`src/aamc_pkg.sv`:
```
// Package: register map, field positions and timing for the aux converter control
// ----------------------------------------------------------------------------
// Operation
// Writing one to start bit 7 clears the PLL fault indication.
// Start bit 1 requests a temperature conversion; clears when converter accepts.
// Start bit 0 requests a battery conversion; clears when converter accepts.
// Start bit 2 requests an external-voltage conversion; self-clears on accept.
// Battery result strictly below low threshold raises the battery interrupt.
// Temperature result register loads only when temperature interrupt fires.
// Temperature result is eight bits, 0.78 degC per LSB.
// Finished software temperature conversion loads result and interrupts.
// Background temperature conversions off after reset; need nonzero interval.
// Temperature interval: 00 none, 01 8 min, 10 2 min, 11 1 min.
// Background temperature interrupts only when change from last exceeds delta.
// Delta code 000 never, 001-110 LSB threshold, 111 every conversion.
// Software runs single conversion, sets delta, then sets interval.
// Temperature: full power both, battery single only, halted background only.
// Temperature interrupt has no readable or clearable flag.
// Battery result is eight bits, 14.6 mV per LSB.
// Finished software battery conversion loads result and interrupts.
// Low background battery sets flag; interrupt only if enable bit set.
// Battery interval: 00 none, 01 16 min, 10 4 min, 11 1 min.
// Battery: full power both, battery single only, halted none.
// Ready single battery conversion also sets the low-battery flag.
// Battery result register updates only when low-battery flag sets.
// Software sets battery threshold before battery interval.
// Background intervals derive from the always-running timebase.
// ----------------------------------------------------------------------------
package aamc_pkg;
    // Register offsets
    localparam logic [7:0] OFS_TEMP_RESULT = 8'hD7;
    localparam logic [7:0] OFS_ADC_START   = 8'hD8;
    localparam logic [7:0] OFS_BATT_RESULT = 8'hDF;
    localparam logic [7:0] OFS_EXT_RESULT  = 8'hEF;
    localparam logic [7:0] OFS_DELTA_CFG   = 8'hF3;
    localparam logic [7:0] OFS_STROBE_PER  = 8'hF9;
    localparam logic [7:0] OFS_LOW_BATT_TH = 8'hFA;
    // Start register bits
    localparam int BIT_BATT_START = 0;
    localparam int BIT_TEMP_START = 1;
    localparam int BIT_EXT_START  = 2;
    localparam int BIT_PLL_ACK    = 7;
    // Field positions
    localparam int TEMP_DELTA_LSB  = 3;
    localparam int TEMP_PER_LSB    = 0;
    localparam int BATT_PER_LSB    = 2;
    // Reset values
    localparam logic [7:0] RST_REG = 8'h00;
    // Delta code that interrupts on every conversion
    localparam logic [2:0] DELTA_EVERY = 3'h7;
    // Intervals in minutes
    localparam logic [4:0] TEMP_MIN_01 = 5'h08;
    localparam logic [4:0] TEMP_MIN_10 = 5'h02;
    localparam logic [4:0] TEMP_MIN_11 = 5'h01;
    localparam logic [4:0] BATT_MIN_01 = 5'h10;
    localparam logic [4:0] BATT_MIN_10 = 5'h04;
    localparam logic [4:0] BATT_MIN_11 = 5'h01;
    // Timebase: one minute tick expected from the always-on RTC
    localparam int SEC_PER_MIN = 60;

    typedef enum logic [1:0] {
        PM_FULL   = 2'b00,
        PM_BATT   = 2'b01,
        PM_HALTED = 2'b10
    } aamc_mode_e;
endpackage : aamc_pkg

```
`src/aamc_interval.sv`:
```
// Minute-interval timer for one background conversion channel
`timescale 1ns/1ns
module aamc_interval (
    // Clock, reset and enable
    input  wire logic       clk,
    input  wire logic       rst,
    input  wire logic       ce,
    // Timebase and configuration
    input  wire logic       minute_tick,
    input  wire logic [4:0] period_min,
    // Result
    output logic            due
);
    logic [4:0] cnt_q;
    logic [4:0] cnt_d;
    logic       due_d;

    // Zero period disables the channel and holds the counter at rest
    always_comb begin
        cnt_d = cnt_q;
        due_d = 1'b0;
        if (period_min == 5'h00) begin
            cnt_d = 5'h00;
        end else if (minute_tick) begin
            if (cnt_q + 5'h01 >= period_min) begin
                cnt_d = 5'h00;
                due_d = 1'b1;
            end else begin
                cnt_d = cnt_q + 5'h01;
            end
        end
    end

    always_ff @(posedge clk) begin
        if (rst) begin
            cnt_q <= 5'h00;
            due   <= 1'b0;
        end else if (ce) begin
            cnt_q <= cnt_d;
            due   <= due_d;
        end
    end
endmodule : aamc_interval

```
`src/aamc_top.sv`:
```
// Auxiliary converter measurement control: start bits, results, compares
`timescale 1ns/1ns
module aamc_top (
    // Clock, reset, enable
    input  wire logic       SYS_CLK,
    input  wire logic       RST,
    input  wire logic       CE,
    // Register port
    input  wire logic [7:0] REG_ADDR,
    input  wire logic       REG_WR,
    input  wire logic [7:0] REG_WDATA,
    input  wire logic       REG_RD,
    output logic      [7:0] REG_RDATA,
    // Power mode and timebase
    input  wire logic [1:0] POWER_MODE,
    input  wire logic       MINUTE_TICK,
    // PLL fault
    input  wire logic       PLL_FAULT_SET,
    output logic            PLL_FAULT_INDICATION,
    // Power-management flag handshake
    input  wire logic       LOW_BATT_IRQ_ENABLE,
    input  wire logic       LOW_BATT_FLAG_CLR,
    output logic            LOW_BATT_FLAG,
    output logic            POWER_IRQ,
    // Temperature converter
    output logic            TEMP_REQ,
    input  wire logic       TEMP_ACK,
    input  wire logic       TEMP_DONE,
    input  wire logic [7:0] TEMP_DATA,
    output logic            TEMP_IRQ,
    // Battery converter
    output logic            BATT_REQ,
    input  wire logic       BATT_ACK,
    input  wire logic       BATT_DONE,
    input  wire logic [7:0] BATT_DATA,
    output logic            BATT_IRQ,
    // External-voltage converter
    output logic            EXT_REQ,
    input  wire logic       EXT_ACK,
    input  wire logic       EXT_DONE,
    input  wire logic [7:0] EXT_DATA,
    output logic            EXT_IRQ
);
    // ------------------------------------------------------------------------
    // State
    // ------------------------------------------------------------------------
    logic [7:0] temp_result_q,   temp_result_d;
    logic [7:0] temp_last_q,     temp_last_d;
    logic [7:0] batt_result_q,   batt_result_d;
    logic [7:0] ext_result_q,    ext_result_d;
    logic [7:0] delta_q,         delta_d;
    logic [7:0] strobe_q,        strobe_d;
    logic [7:0] low_th_q,        low_th_d;
    logic [2:0] start_q,         start_d;
    logic       temp_bg_q,       temp_bg_d;
    logic       batt_bg_q,       batt_bg_d;
    logic       temp_sw_q,       temp_sw_d;
    logic       batt_sw_q,       batt_sw_d;
    logic       pll_q,           pll_d;
    logic       flag_q,          flag_d;
    logic       pirq_d, tirq_d, birq_d, eirq_d;
    logic [7:0] rdata_d;
    logic       temp_due, batt_due, temp_int, batt_low;
    logic [4:0] temp_per, batt_per;
    logic [2:0] temp_delta;
    logic       mode_full, mode_batt, mode_halt;

    // Absolute difference, used for the delta compare
    function automatic logic [7:0] abs_diff(input logic [7:0] a,
                                            input logic [7:0] b);
        abs_diff = (a >= b) ? (a - b) : (b - a);
    endfunction : abs_diff
    // Decode a two-bit period field into minutes
    function automatic logic [4:0] per_dec(input logic [1:0] code,
                                           input logic       is_batt);
        unique case (code)
            2'b00: per_dec = 5'h00;
            2'b01: per_dec = is_batt ? aamc_pkg::BATT_MIN_01
                                     : aamc_pkg::TEMP_MIN_01;
            2'b10: per_dec = is_batt ? aamc_pkg::BATT_MIN_10
                                     : aamc_pkg::TEMP_MIN_10;
            2'b11: per_dec = is_batt ? aamc_pkg::BATT_MIN_11
                                     : aamc_pkg::TEMP_MIN_11;
        endcase
    endfunction : per_dec
    assign mode_full = (POWER_MODE == aamc_pkg::PM_FULL);
    assign mode_batt = (POWER_MODE == aamc_pkg::PM_BATT);
    assign mode_halt = (POWER_MODE == aamc_pkg::PM_HALTED);

    // Background periods only run where the mode allows them
    assign temp_per = (mode_full || mode_halt)
        ? per_dec(strobe_q[aamc_pkg::TEMP_PER_LSB +: 2], 1'b0) : 5'h00;
    assign batt_per = mode_full
        ? per_dec(strobe_q[aamc_pkg::BATT_PER_LSB +: 2], 1'b1) : 5'h00;
    assign temp_delta = delta_q[aamc_pkg::TEMP_DELTA_LSB +: 3];

    // ------------------------------------------------------------------------
    // Interval timers on the always-on minute tick
    // ------------------------------------------------------------------------
    aamc_interval u_temp_iv (
        .clk         (SYS_CLK),
        .rst         (RST),
        .ce          (CE),
        .minute_tick (MINUTE_TICK),
        .period_min  (temp_per),
        .due         (temp_due)
    );
    aamc_interval u_batt_iv (
        .clk         (SYS_CLK),
        .rst         (RST),
        .ce          (CE),
        .minute_tick (MINUTE_TICK),
        .period_min  (batt_per),
        .due         (batt_due)
    );

    // ------------------------------------------------------------------------
    // Compare decisions on a completed conversion
    // ------------------------------------------------------------------------
    // Background temperature: 000 never, 111 always, else strict exceed
    always_comb begin
        temp_int = 1'b0;
        if (TEMP_DONE) begin
            if (temp_sw_q) begin
                temp_int = 1'b1;
            end else if (temp_delta == aamc_pkg::DELTA_EVERY) begin
                temp_int = 1'b1;
            end else if (temp_delta != 3'h0) begin
                temp_int = abs_diff(TEMP_DATA, temp_last_q)
                           > {5'h00, temp_delta};
            end
        end
    end
    assign batt_low = BATT_DONE && (BATT_DATA < low_th_q);

    // ------------------------------------------------------------------------
    // Next-state logic
    // ------------------------------------------------------------------------
    always_comb begin
        temp_result_d = temp_result_q;
        temp_last_d   = temp_last_q;
        batt_result_d = batt_result_q;
        ext_result_d  = ext_result_q;
        delta_d       = delta_q;
        strobe_d      = strobe_q;
        low_th_d      = low_th_q;
        start_d       = start_q;
        temp_bg_d     = temp_bg_q;
        batt_bg_d     = batt_bg_q;
        temp_sw_d     = temp_sw_q;
        batt_sw_d     = batt_sw_q;
        pll_d         = pll_q;
        flag_d        = flag_q;
        tirq_d        = 1'b0;
        birq_d        = 1'b0;
        eirq_d        = 1'b0;
        // Software writes; halted processor cannot write start bits
        if (REG_WR) begin
            unique case (REG_ADDR)
                aamc_pkg::OFS_ADC_START: begin
                    if (!mode_halt) begin
                        start_d = start_q | REG_WDATA[2:0];
                    end
                    if (REG_WDATA[aamc_pkg::BIT_PLL_ACK]) begin
                        pll_d = 1'b0;
                    end
                end
                aamc_pkg::OFS_DELTA_CFG:   delta_d  = REG_WDATA & 8'h3F;
                aamc_pkg::OFS_STROBE_PER:  strobe_d = REG_WDATA;
                aamc_pkg::OFS_LOW_BATT_TH: low_th_d = REG_WDATA;
                default: ;
            endcase
        end
        pll_d = pll_d || PLL_FAULT_SET;
        // Accept handshakes self-clear the start bits
        if (TEMP_ACK && start_q[aamc_pkg::BIT_TEMP_START]) begin
            start_d[aamc_pkg::BIT_TEMP_START] = 1'b0;
            temp_sw_d = 1'b1;
        end else if (TEMP_ACK && temp_bg_q) begin
            temp_bg_d = 1'b0;
        end
        temp_bg_d = temp_bg_d || temp_due;
        if (BATT_ACK && start_q[aamc_pkg::BIT_BATT_START]) begin
            start_d[aamc_pkg::BIT_BATT_START] = 1'b0;
            batt_sw_d = 1'b1;
        end else if (BATT_ACK && batt_bg_q) begin
            batt_bg_d = 1'b0;
        end
        batt_bg_d = batt_bg_d || batt_due;
        if (EXT_ACK && start_q[aamc_pkg::BIT_EXT_START]) begin
            start_d[aamc_pkg::BIT_EXT_START] = 1'b0;
        end
        // Temperature completion; no readable flag exists for it
        if (TEMP_DONE) begin
            temp_sw_d = 1'b0;
            if (temp_int) begin
                temp_result_d = TEMP_DATA;
                temp_last_d   = TEMP_DATA;
                tirq_d        = 1'b1;
            end
        end
        // Clear first, so a setting completion in the same cycle wins
        if (LOW_BATT_FLAG_CLR) begin
            flag_d = 1'b0;
        end
        if (BATT_DONE) begin
            batt_sw_d = 1'b0;
            if (batt_low || batt_sw_q) begin
                flag_d        = 1'b1;
                batt_result_d = BATT_DATA;
                birq_d        = 1'b1;
            end
        end
        if (EXT_DONE && start_q[aamc_pkg::BIT_EXT_START] == 1'b0) begin
            ext_result_d = EXT_DATA;
            eirq_d       = 1'b1;
        end
        pirq_d = flag_d && LOW_BATT_IRQ_ENABLE;
    end

    // Read mux; start bits read back pending requests
    always_comb begin
        rdata_d = 8'h00;
        if (REG_RD) begin
            unique case (REG_ADDR)
                aamc_pkg::OFS_TEMP_RESULT: rdata_d = temp_result_q;
                aamc_pkg::OFS_ADC_START:   rdata_d = {5'h00, start_q};
                aamc_pkg::OFS_BATT_RESULT: rdata_d = batt_result_q;
                aamc_pkg::OFS_EXT_RESULT:  rdata_d = ext_result_q;
                aamc_pkg::OFS_DELTA_CFG:   rdata_d = delta_q;
                aamc_pkg::OFS_STROBE_PER:  rdata_d = strobe_q;
                aamc_pkg::OFS_LOW_BATT_TH: rdata_d = low_th_q;
                default:                   rdata_d = 8'h00;
            endcase
        end
    end

    // ------------------------------------------------------------------------
    // Registers
    // ------------------------------------------------------------------------
    always_ff @(posedge SYS_CLK) begin
        if (RST) begin
            temp_result_q        <= aamc_pkg::RST_REG;
            temp_last_q          <= aamc_pkg::RST_REG;
            batt_result_q        <= aamc_pkg::RST_REG;
            ext_result_q         <= aamc_pkg::RST_REG;
            delta_q              <= aamc_pkg::RST_REG;
            strobe_q             <= aamc_pkg::RST_REG;
            low_th_q             <= aamc_pkg::RST_REG;
            start_q              <= 3'h0;
            temp_bg_q            <= 1'b0;
            batt_bg_q            <= 1'b0;
            temp_sw_q            <= 1'b0;
            batt_sw_q            <= 1'b0;
            pll_q                <= 1'b0;
            flag_q               <= 1'b0;
            REG_RDATA            <= 8'h00;
            PLL_FAULT_INDICATION <= 1'b0;
            LOW_BATT_FLAG        <= 1'b0;
            POWER_IRQ            <= 1'b0;
            TEMP_REQ             <= 1'b0;
            BATT_REQ             <= 1'b0;
            EXT_REQ              <= 1'b0;
            TEMP_IRQ             <= 1'b0;
            BATT_IRQ             <= 1'b0;
            EXT_IRQ              <= 1'b0;
        end else if (CE) begin
            temp_result_q        <= temp_result_d;
            temp_last_q          <= temp_last_d;
            batt_result_q        <= batt_result_d;
            ext_result_q         <= ext_result_d;
            delta_q              <= delta_d;
            strobe_q             <= strobe_d;
            low_th_q             <= low_th_d;
            start_q              <= start_d;
            temp_bg_q            <= temp_bg_d;
            batt_bg_q            <= batt_bg_d;
            temp_sw_q            <= temp_sw_d;
            batt_sw_q            <= batt_sw_d;
            pll_q                <= pll_d;
            flag_q               <= flag_d;
            REG_RDATA            <= rdata_d;
            PLL_FAULT_INDICATION <= pll_d;
            LOW_BATT_FLAG        <= flag_d;
            POWER_IRQ            <= pirq_d;
            TEMP_REQ  <= start_d[aamc_pkg::BIT_TEMP_START] | temp_bg_d;
            BATT_REQ  <= !mode_halt
                         && (start_d[aamc_pkg::BIT_BATT_START] | batt_bg_d);
            EXT_REQ   <= start_d[aamc_pkg::BIT_EXT_START];
            TEMP_IRQ  <= tirq_d;
            BATT_IRQ  <= birq_d;
            EXT_IRQ   <= eirq_d;
        end
    end
endmodule : aamc_top

```
`config.mk`:
```
export PLATFORM = sky130hd
export DESIGN_NAME = aamc_top
export DESIGN_NICKNAME = d
export VERILOG_FILES = /design/src/aamc_pkg.sv /design/src/aamc_interval.sv /design/src/aamc_top.sv
export SDC_FILE = /design/constraint.sdc
export NUM_CORES = 1
export LEC_CHECK = 0
export BUFFER_PORTS_ARGS = -buffer_cell sky130_fd_sc_hd__buf_2
export CAP_MARGIN = 30
export CELL_PAD_IN_SITES_DETAIL_PLACEMENT = 0
export CELL_PAD_IN_SITES_GLOBAL_PLACEMENT = 1
export CORE_UTILIZATION = 40
export DETAILED_ROUTE_END_ITERATION = 10
export PLACE_DENSITY = 0.85
export SYNTH_ARGS = -nofsm -noshare
export SYNTH_HDL_FRONTEND = slang
export SYNTH_SLANG_ARGS = --single-unit
```
`constraint.sdc`:
```
create_clock -name SYS_CLK -period 4.9 [get_ports SYS_CLK]
set_input_delay 0.49 -clock SYS_CLK [delete_from_list [all_inputs] [get_ports SYS_CLK]]
set_output_delay 0.49 -clock SYS_CLK [all_outputs]
set_load 0.02 [all_outputs]
```
==> impl_results.md, run 1 <==
- Status: finished with violations
- Failing checks: design-rule violations
- DP Cell Count: 769
- Sw Ratio: 23.3%
- Detail Placement HPWL: 9.73 mm
- Pint: 1.20 mW
- Initial Util: 41.5%
- Top routing layer used: met4
- Minimum clock period: 4.38 ns
- Slew @ Worst Pin: 0.934 ns
- Rel. slew slack: 37.2%
- TritonCTS buffer count: 9
- Highest clock rate: 228 MHz
- Flop pwr share: 42.9%
- R2r endpoint: temp_last_q[2]
- Reg2Reg Setup Slack: 0.52 ns
- Pins Over Slew Limit: 0
- Pwr per Cell Area: 280 nW/µm²
- Hold worst-path end: temp_sw_q
- WL met1: 6.17 mm
- Die Y-Extent: 112 µm
- Max clock buf depth: 2
- Starting DRT DRC Count: 343
- Layout cells sized above 1: 16.8%
- Number of clock sinks: 81
- Async SR Flop Fraction: 0%
- Post-Synth Simple-Gate Area: 21.8%
- Root Buffer: clkbuf_16
- Largest net degree at the start of global routing: 47
- Leakage power figure: 2.28 nW
- CP max FO: 9
- # resized after CTS: 0
- Most frequent cells in the layout: dfxtp_1, nor2_1, buf_2
- Setup CP Type: flip-flop to flip-flop
- Clock Latency Late Sink: 0.34 ns
- Worst reg2reg path depth: 17
- DR WL/cell: 16.3 µm
- First-pass GRT wire length: 21.0 mm
- Syn Area/Cell: 8.33 µm²
- DR DRC count: 6
- Mux contribution to synthesized area: 8.79%
- Hold path start: TEMP_DONE
- DIE AREA: 12400 µm²
- Critical path origin: temp_last_q[0]
- Pre-Repair DR Iteration Count: 8
- Hold path depth: 2
- Htree depth: 3
- CTS Hold Bufs: 0
- Area growth, synth to finish: 16.6%
- Seq/Total Area, Yosys: 33.8%
- Main synth FF type: dfxtp_1
- Reg clk slew, reported paths: 0.06 ns
- Synth Area in Compound Gates: 19.2%
- Syn_nets: 668
- Final Wtd Congestion: 0.836
- Finished Layout Cells: 785
- Inserted Diodes: 0
- Total GRT Usage: 21.3%
- Remaining antenna violation count: 0
- Commonest non-fill, non-tap cell in the layout: dfxtp_1
- Final setup viols: 0
- Peak supply drop: 0.179 mV
- Hold crit path type: primary input to flip-flop
- Row count: 39
- Logic pwr share: 10.1%
- CORE AREA: 11600 µm²
- Type of origin of the critical path: flip-flop
- Crit path arrival time: 4.65 ns
- Worst path required time: 5.16 ns
- Hold Fails Final Rpt: 0
- Worst Clk Skew: 0.00770 ns
- Final WL: 12.8 mm
- RSZ-0062 raised after global routing: false
- Synth Register Bits: 81
- Via density: 5.49
- Synth Area in XOR/XNOR: 2.01%
- Largest family of logic cells by synthesized area: simple AND/OR/NAND/NOR gates
- Fin Setup TNS: 0 ns
- WL met3: 552 µm
- Syn Inst Count: 576
- CP endpoint kind: flip-flop
- Die Width: 112 µm
- Total gr overflow: 0
- Post-synth cell types: 64
- Postcts setup bufs: 0
- Worst reg2reg startpoint: temp_last_q[0]
- Clk pwr share: 47.0%
- Nets: 729
- Met2 wire len: 5.88 mm
- Vias in the first global route: 4231
- Cell area after synthesis: 4800 µm²
- Initial antenna violation count: 0
- Psw: 364 µW
- Synth Area in Adders: 9.44%
- IO Pins: 74
- # Max-Cap Violations: 0
- Final Cycle Share: 89.5%
- CTS tree: built
- PortBufs: 73
- EDFF count, synth: 0
- Synth warn: 0
- Via count: 4311
==> power by group through the flow <==
stage               combinational, mW  clock, mW  sequential (mW)
floorplan                      0.0921          0            0.687
global placement                0.154          0            0.685
detailed placement              0.157          0            0.685
CTS                             0.158      0.748            0.671
global route                    0.176      0.766            0.672
finish                          0.158      0.735            0.671
==> cell families after synthesis <==
group	count (synthesis)
buf+inv	59
simple gates	213
mux	42
compound gates	135
fa+ha+maj	35
xor+xnor	11
flops	81
==> sequential cells by signal, indices dropped and copies added, names as in the netlist, 2 cells and up <==
| name | flops |
|---|---|
| u_batt_iv.cnt_q | 5 |
| u_temp_iv.cnt_q | 5 |
| temp_last_q | 8 |
| low_th_q | 8 |
| start_q | 2 |
| REG_RDATA | 8 |
| delta_q | 6 |
| ext_result_q | 8 |
| strobe_q | 8 |
| batt_result_q | 8 |
==> cells in the mapped netlist (all sizes together), types with 6 or more instances <==
cell / instances / area share [%]
dfxtp: 81 / 34
nor2: 78 / 6.1
a21oi: 45 / 4.8
nand2: 43 / 3.4
mux2i: 41 / 8.6
ha: 33 / 8.6
inv: 32 / 2.5
nand2b: 25 / 3.3
nand3: 19 / 2.0
o21ai: 17 / 1.8
clkbuf: 16 / 1.3
a22oi: 15 / 2.3
buf: 10 / 1.1
a211oi: 7 / 1.2
nand3b: 7 / 1.1
xnor2: 7 / 1.3
a222oi: 6 / 1.3
and3: 6 / 0.78
nor3: 6 / 0.63
==> worst max-delay path: stages (launching register included) <==
cell and delay, ns:
dfxtp_1 0.42, ha_1 0.19, inv_1 0.05, fa_1 0.39, a211oi_2 0.28, o21ai_1 0.13
a221oi_2 0.30, buf_4 0.18, mux2i_1 0.21, xnor2_1 0.17, ha_1 0.29, o21a_1 0.12
o21ai_0 0.20, o211ai_1 0.12, or4_1 0.52, a221oi_1 0.26, or3_4 0.27, mux2i_1 0.21
==> worst max-delay path by stage <==
stage / slack (ns) / depth (start not counted) / to
floorplan: 0.73 / 18 / temp_last_q[0]
global placement: 0.32 / 18 / temp_last_q[2]
detailed placement: 0.10 / 18 / temp_last_q[5]
CTS: 0.30 / 17 / temp_last_q[5]
global route: 0.18 / 17 / temp_last_q[2]
finish: 0.52 / 17 / temp_last_q[2]
==> metal layers <==
metal	vias up	GRT usage [%]
met5	-	0
met4	0	8.38
met3	17	2.72
met2	117	35.5
met1	2000	28.0
li1	2177	-
==> cell type report <==
class | instances | area, µm²
fillers | 1115 | 5970
multi-input cells | 436 | 2950
flip-flops and latches | 81 | 1620
repair buffers | 76 | 388
clock buffers | 11 | 253
well taps | 143 | 179
inverters | 33 | 124
clock inverters | 5 | 77.6
==> metrics by stage <==
| stage | util [%] | hold WS [ns] | total power [mW] | worst slack, ns | cell area [µm²] |
|---|---|---|---|---|---|
| 5_1_grt | 48.4 | 0.373 | 1.61 | 0.183 | 5600 |
| 4_1_cts | 48.3 | 0.357 | 1.58 | 0.301 | 5590 |
| 3_5_place_dp | 45.5 | 0.450 | 0.842 | 0.103 | 5260 |
| 3_3_place_gp | 45.5 | 0.449 | 0.840 | 0.323 | 5260 |
| 6_report | 48.4 | 0.362 | 1.56 | 0.515 | 5600 |
| 2_1_floorplan | - | 0.436 | 0.779 | 0.726 | 4800 |
Power figures use the tool's default switching activity.
==> run 2: changes to the inputs <==
--- a/config.mk
+++ b/config.mk
@@ -9,6 +9,7 @@
 export CAP_MARGIN = 30
 export CELL_PAD_IN_SITES_DETAIL_PLACEMENT = 0
 export CELL_PAD_IN_SITES_GLOBAL_PLACEMENT = 1
+export CORE_MARGIN = 3
 export CORE_UTILIZATION = 40
 export DETAILED_ROUTE_END_ITERATION = 10
 export PLACE_DENSITY = 0.85
==> run 2 against run 1 <==
The run now ends clean. Combinational power is essentially flat. Sequential power hardly changed. Critical path depth is the same. Routed wire length grew 1.0%. Clock skew about the same. Register-to-register slack got worse by 0.09 ns. Sequential share of layout area fell by 0.27 points. Cell count up 0.25%. Worst hold slack worse by 0.0046 ns. Total power up 6.4%. Fmax fell by 2.1%. Largest cell class unchanged.
==> impl_results.md, run 2 (synthesis gave the netlist of run 1 again) <==
- Status: finished, final reports clean
- Inserted Diodes: 0 (unchanged)
- Nets: 731 (+0.27%)
- # resized after CTS: 0 (unchanged)
- Hold path depth: 2 (unchanged)
- Clk pwr share: 50.2% (+3.2 points)
- Detail Placement HPWL: 9.90 mm (+1.8%)
- CP max FO: 9 (unchanged)
- Final WS setup: 0.421 ns (-0.0944 ns)
- DR DRC count: 0 (-6)
- Htree depth: 3 (unchanged)
- Number of clock sinks: 81 (unchanged)
- Type of origin of the critical path: flip-flop
- Placement Setup Slack: 0.249 ns (+0.147 ns)
- Hold Fails Final Rpt: 0 (unchanged)
- Via density: 5.61 (+2.2%)
- Worst Clk Skew: 0.00799 ns (+0.000287 ns)
- CORE AREA: 11600 µm² (unchanged)
- Flop pwr share: 40.3% (-2.6 points)
- First-pass GRT wire length: 21.2 mm (+0.62%)
- Hold crit path type: primary input to flip-flop
- Total gr overflow: 0 (unchanged)
- Row count: 39 (unchanged)
- Psw: 371 µW (+1.8%)
- Commonest non-fill, non-tap cell in the layout: dfxtp_1
- Area growth, synth to finish: 17.7%
- CTS tree: built
- Sw Ratio: 22.3% (-0.99 points)
- Slew @ Worst Pin: 1.00 ns (+0.0659 ns)
- Reg clk slew, reported paths: 0.06 ns (about the same)
- Initial antenna violation count: 0 (unchanged)
- Worst path required time: 5.16 ns (about the same)
- Leakage power figure: 2.31 nW (+1.1%)
- Largest net degree at the start of global routing: 70 (+49%)
- Root Buffer: clkbuf_16
- Clock Latency Late Sink: 0.34 ns (about the same)
- # Max-Cap Violations: 0 (unchanged)
- Crit path arrival time: 4.74 ns (+0.09 ns)
- IO Pins: 74 (unchanged)
- Most frequent cells in the layout: dfxtp_1, nor2_1, buf_2
- Die Width: 116 µm (+3.6%)
- Starting DRT DRC Count: 325 (-5.2%)
- Logic pwr share: 9.4% (-0.7 points)
- Final Wtd Congestion: 0.872 (+4.3%)
- Final Cycle Share: 91.4% (+1.9 points)
- Worst reg2reg path depth: 17 (unchanged)
- CP endpoint kind: flip-flop
- WHS: 0.358 ns (-0.00457 ns)
- Postcts setup bufs: 0 (unchanged)
- Max clock buf depth: 2 (unchanged)
- Final WL: 12.9 mm (+1.0%)
- Peak supply drop: 0.174 mV (-2.7%)
- Vias in the first global route: 4266 (+0.83%)
- Fin Setup TNS: 0 ns (unchanged)
- Pint: 1.29 mW (+7.7%)
- Initial Util: 41.5% (unchanged)
- Remaining antenna violation count: 0 (unchanged)
- Setup CP Type: flip-flop to flip-flop
- CTS Hold Bufs: 0 (unchanged)
- DR WL/cell: 16.4 µm (+0.74%)
- Final Core Density: 48.8% (+0.45 points)
- Layout cells sized above 1: 16.9% (+0.10 points)
- Pre-Repair DR Iteration Count: 6 (-2)
- PortBufs: 73 (unchanged)
- Pins Over Slew Limit: 0 (unchanged)
- DIE AREA: 13300 µm² (+7.3%)
- Highest clock rate: 223 MHz (-2.1%)
- Die Y-Extent: 116 µm (+3.6%)
- Pwr per Cell Area: 295 nW/µm² (+5.4%)
- Total GRT Usage: 19.8% (-1.5 points)
- Minimum clock period: 4.48 ns (+0.0944 ns)
- Final setup viols: 0 (unchanged)
- Via count: 4418 (+2.5%)
- TritonCTS buffer count: 9 (unchanged)
- Rel. slew slack: 32.8% (-4.4 points)
- RSZ-0062 raised after global routing: false
-- run 2: critical path, stage by stage, from the launching register on --
cell and delay, ns:
dfxtp_1 0.42, ha_1 0.19, inv_1 0.05, fa_1 0.40
a211oi_2 0.28, o21ai_1 0.12, a221oi_2 0.31, mux2_2 0.38
ha_1 0.29, nor2b_1 0.13, o21a_1 0.15, o21ai_0 0.22
o211ai_1 0.11, or4_1 0.53, a221oi_1 0.26, or3_1 0.14
buf_4 0.19, mux2i_1 0.22
-- run 2: cell type report --
type	count	area (µm²)
fill	1119	5920
multi-input combinational	436	2950
sequential	81	1620
timing repair buffer	78	400
clock buffer	10	239
tap	143	179
clock inverter	6	136
inverter	33	124
-- run 2: metrics by stage --
step | instance area, µm² | total power [mW] | instances
floorplan | 4800 | 0.779 | 576
global placement | 5270 | 0.838 | 770
detailed placement | 5270 | 0.841 | 771
CTS | 5650 | 1.68 | 787
global route | 5650 | 1.73 | 787
finish | 5650 | 1.66 | 787
-- run 2: power groups by stage --
stage / combinational [mW] / sequential (mW) / clock [mW]
after floorplan: 0.0921 / 0.687 / 0
after global placement: 0.153 / 0.685 / 0
final: 0.157 / 0.671 / 0.836
after detailed placement: 0.156 / 0.685 / 0
after global routing: 0.174 / 0.671 / 0.880
after CTS: 0.157 / 0.671 / 0.850
-- run 2: final timing paths --
path,endpoint,slack [ns],start
min reg2reg,ext_result_q[3],0.46,ext_result_q[3]
max reg2reg,temp_last_q[1],0.42,temp_last_q[0]
min,batt_sw_q,0.36,BATT_DONE
max,temp_last_q[1],0.42,temp_last_q[0]
-- run 2: routing by layer --
| layer | wire length, µm | global-route usage [%] |
|---|---|---|
| met5 | 0 | 0 |
| met1 | 6100 | 27.2 |
| met2 | 5960 | 31.6 |
| met4 | 206 | 5.79 |
| met3 | 657 | 4.18 |
==> run 3: changes to the inputs <==
--- a/config.mk
+++ b/config.mk
@@ -10,9 +10,9 @@
 export CELL_PAD_IN_SITES_DETAIL_PLACEMENT = 0
 export CELL_PAD_IN_SITES_GLOBAL_PLACEMENT = 1
 export CORE_MARGIN = 3
-export CORE_UTILIZATION = 40
+export CORE_UTILIZATION = 43
 export DETAILED_ROUTE_END_ITERATION = 10
-export PLACE_DENSITY = 0.85
+export PLACE_DENSITY = 0.9
 export SYNTH_ARGS = -nofsm -noshare
 export SYNTH_HDL_FRONTEND = slang
 export SYNTH_SLANG_ARGS = --single-unit
==> run 3 against run 2 <==
Global-route usage fell by 0.19 points. Sequential share of layout area rose by 1.0 points. Largest cell class unchanged. Fmax rose by 0.96%. Worst hold slack got worse by 0.0054 ns. Combinational power barely moved. Largest power group is now registers. Sequential cell count did not move. Non-clock buffer count rose by 1. Routed wire length fell by 2.3%. Die area fell by 6.6%. Total power fell by 22%. Critical path type unchanged. Cell count fell by 1.0%.
==> impl_results.md, run 3 (synthesis gave the netlist of run 1 again) <==
- Row count: 37 (-5.1%)
- RSZ-0062 raised after global routing: false
- Nets: 732 (+0.14%)
- Minimum clock period: 4.44 ns (-0.0428 ns)
- Detail Placement HPWL: 9.81 mm (-0.91%)
- Pint: 969 µW (-25%)
- Die Width: 112 µm (-3.4%)
- Logic pwr share: 12.1% (+2.7 points)
- Slew @ Worst Pin: 0.992 ns (-0.00796 ns)
- Htree depth: 3 (unchanged)
- Leakage power figure: 2.23 nW (-3.4%)
- CP Cell Sequence: ha_1 -> inv_1 -> fa_1 -> a211oi_2 -> o21ai_1 -> a221oi_2 -> mux2_2 -> ha_1 -> nor2b_1 -> o21a_1 -> o21ai_0 -> o211ai_1 -> or4_1 -> a311oi_1 -> or3_1 -> buf_4 -> mux2i_1
- Via density: 5.65 (+0.57%)
- Pins Over Slew Limit: 0 (unchanged)
- Final Wtd Congestion: 0.814 (-6.7%)
- Pre-Repair DR Iteration Count: 5 (-1)
- Peak supply drop: 0.139 mV (-20%)
- Total GRT Usage: 19.7% (-0.19 points)
- Placement Setup Slack: 0.307 ns (+0.0574 ns)
- Setup CP Type: flip-flop to flip-flop
- PortBufs: 73 (unchanged)
- DIE AREA: 12500 µm² (-6.6%)
- Number of clock sinks: 81 (unchanged)
- Type of origin of the critical path: flip-flop
- Remaining antenna violation count: 0 (unchanged)
- CTS Hold Bufs: 0 (unchanged)
- Final Cycle Share: 90.5% (-0.87 points)
- Reg clk slew, reported paths: 0.08 ns (+0.02 ns)
- Die Y-Extent: 112 µm (-3.4%)
- First-pass GRT wire length: 20.3 mm (-4.2%)
- Commonest non-fill, non-tap cell in the layout: dfxtp_1
- Hold Fails Final Rpt: 0 (unchanged)
- Fin Setup TNS: 0 ns (unchanged)
- Initial antenna violation count: 0 (unchanged)
- Hold crit path type: primary input to flip-flop
- Worst path required time: 5.17 ns (about the same)
- Worst Clk Skew: 0.0106 ns (+0.00261 ns)
- Clk pwr share: 36.1% (-14 points)
- DR WL/cell: 16.2 µm (-1.3%)
- Rel. slew slack: 33.3% (+0.54 points)
- Fillers: 1005 (-10%)
- CP endpoint kind: flip-flop
- Multi-input gate area: 2950 µm² (unchanged)
- CORE AREA: 10600 µm² (-8.3%)
- Starting DRT DRC Count: 334 (+2.8%)
- Max stage delay on crit path: 0.52 ns (about the same)
- Highest clock rate: 225 MHz (+0.96%)
- TritonCTS buffer count: 9 (unchanged)
- Psw: 326 µW (-12%)
- Max clock buf depth: 2 (unchanged)
- Final setup viols: 0 (unchanged)
- Final WS setup: 0.464 ns (+0.0428 ns)
- Flop pwr share: 51.8% (+12 points)
- IO Pins: 74 (unchanged)
- Total gr overflow: 0 (unchanged)
- Area growth, synth to finish: 13.6%
- Vias in the first global route: 4227 (-0.91%)
- # resized after CTS: 0 (unchanged)
- Sw Ratio: 25.2% (+2.9 points)
- Cell mode on critical path: ha_1
- WHS: 0.352 ns (-0.00538 ns)
- Initial Util: 45.3% (+3.8 points)
- Seq. cell area: 1620 µm² (unchanged)
- Crit path arrival time: 4.71 ns (-0.03 ns)
- DR DRC count: 0 (unchanged)
- Final WL: 12.6 mm (-2.3%)
- Postcts setup bufs: 0 (unchanged)
- Pwr per Cell Area: 237 nW/µm² (-19%)
- CP max stage cell: or4_1
- CP max FO: 5 (-4)
- Most frequent cells in the layout: dfxtp_1, nor2_1, buf_2
- # Max-Cap Violations: 0 (unchanged)
- Largest net degree at the start of global routing: 48 (-31%)
- Inserted Diodes: 0 (unchanged)
- Clock Latency Late Sink: 0.34 ns (about the same)
- Via count: 4398 (-0.45%)
- Status: finished, final reports clean
- Power Total: 1.29 mW (-22%)
- CTS tree: built
- Layout cells sized above 1: 16.8% (-0.13 points)
- Root Buffer: clkbuf_8
-- run 3: cell types whose count changed in the layout (fill, tap and decap cells not counted), moves of 3 or more --
cell and delta:
clkbuf_8 +9, clkbuf_16 -9, bufinv_16 -3, clkinv_2 +3
-- run 3: final timing paths --
| check | startpoint | endpoint | slack [ns] | depth (start not counted) |
|---|---|---|---|---|
| worst min register to register | ext_result_q[4] | ext_result_q[4] | 0.46 | 2 |
| worst min-delay path | BATT_DONE | batt_sw_q | 0.35 | 2 |
| worst max-delay path | temp_last_q[0] | temp_last_q[5] | 0.46 | 17 |
| worst max register to register | temp_last_q[0] | temp_last_q[5] | 0.46 | 17 |
-- run 3: worst max-delay path, delay by kind of cell (launching register included) --
| kind | cells | cell delay, ns |
|---|---|---|
| compound gates | 7 | 1.48 |
| fa+ha+maj | 3 | 0.88 |
| simple gates | 3 | 0.82 |
| mux | 2 | 0.56 |
| flops | 1 | 0.42 |
| buf+inv | 2 | 0.21 |
-- run 3: metal layers --
metal / global-route usage [%] / part of all wire [%] / vias to the layer above / wire length, µm
met5: 0 / 0 / - / 0
met4: 6.33 / 2.2 / 0 / 280
met3: 3.04 / 5.1 / 24 / 645
met2: 32.3 / 46 / 143 / 5760
met1: 26.5 / 47 / 2045 / 5940
li1: - / - / 2186 / -
-- run 3: area by class of cell --
class	count	area share (%)
Inverter	33	2.27
Multi-Input combinational cell	436	54.0
Sequential cell	81	29.7
Timing Repair Buffer	79	7.48
Clock buffer	10	2.52
Tap cell	136	3.12
Clock inverter	4	0.826
-- run 3: stage by stage --
step / utilization (%) / area (µm²) / instances
2_1_floorplan: - / 4800 / 576
3_3_place_gp: 49.7 / 5270 / 764
3_5_place_dp: 49.7 / 5270 / 765
4_1_cts: 51.4 / 5450 / 779
5_1_grt: 51.4 / 5450 / 779
6_report: 51.4 / 5450 / 779
-- run 3: power groups by stage --
| stage | combinational [mW] | clock [mW] | sequential, mW |
|---|---|---|---|
| global route | 0.173 | 0.513 | 0.671 |
| floorplan | 0.0921 | 0 | 0.687 |
| CTS | 0.156 | 0.479 | 0.670 |
| global placement | 0.154 | 0 | 0.685 |
| finish | 0.157 | 0.467 | 0.670 |
| detailed placement | 0.155 | 0 | 0.686 |
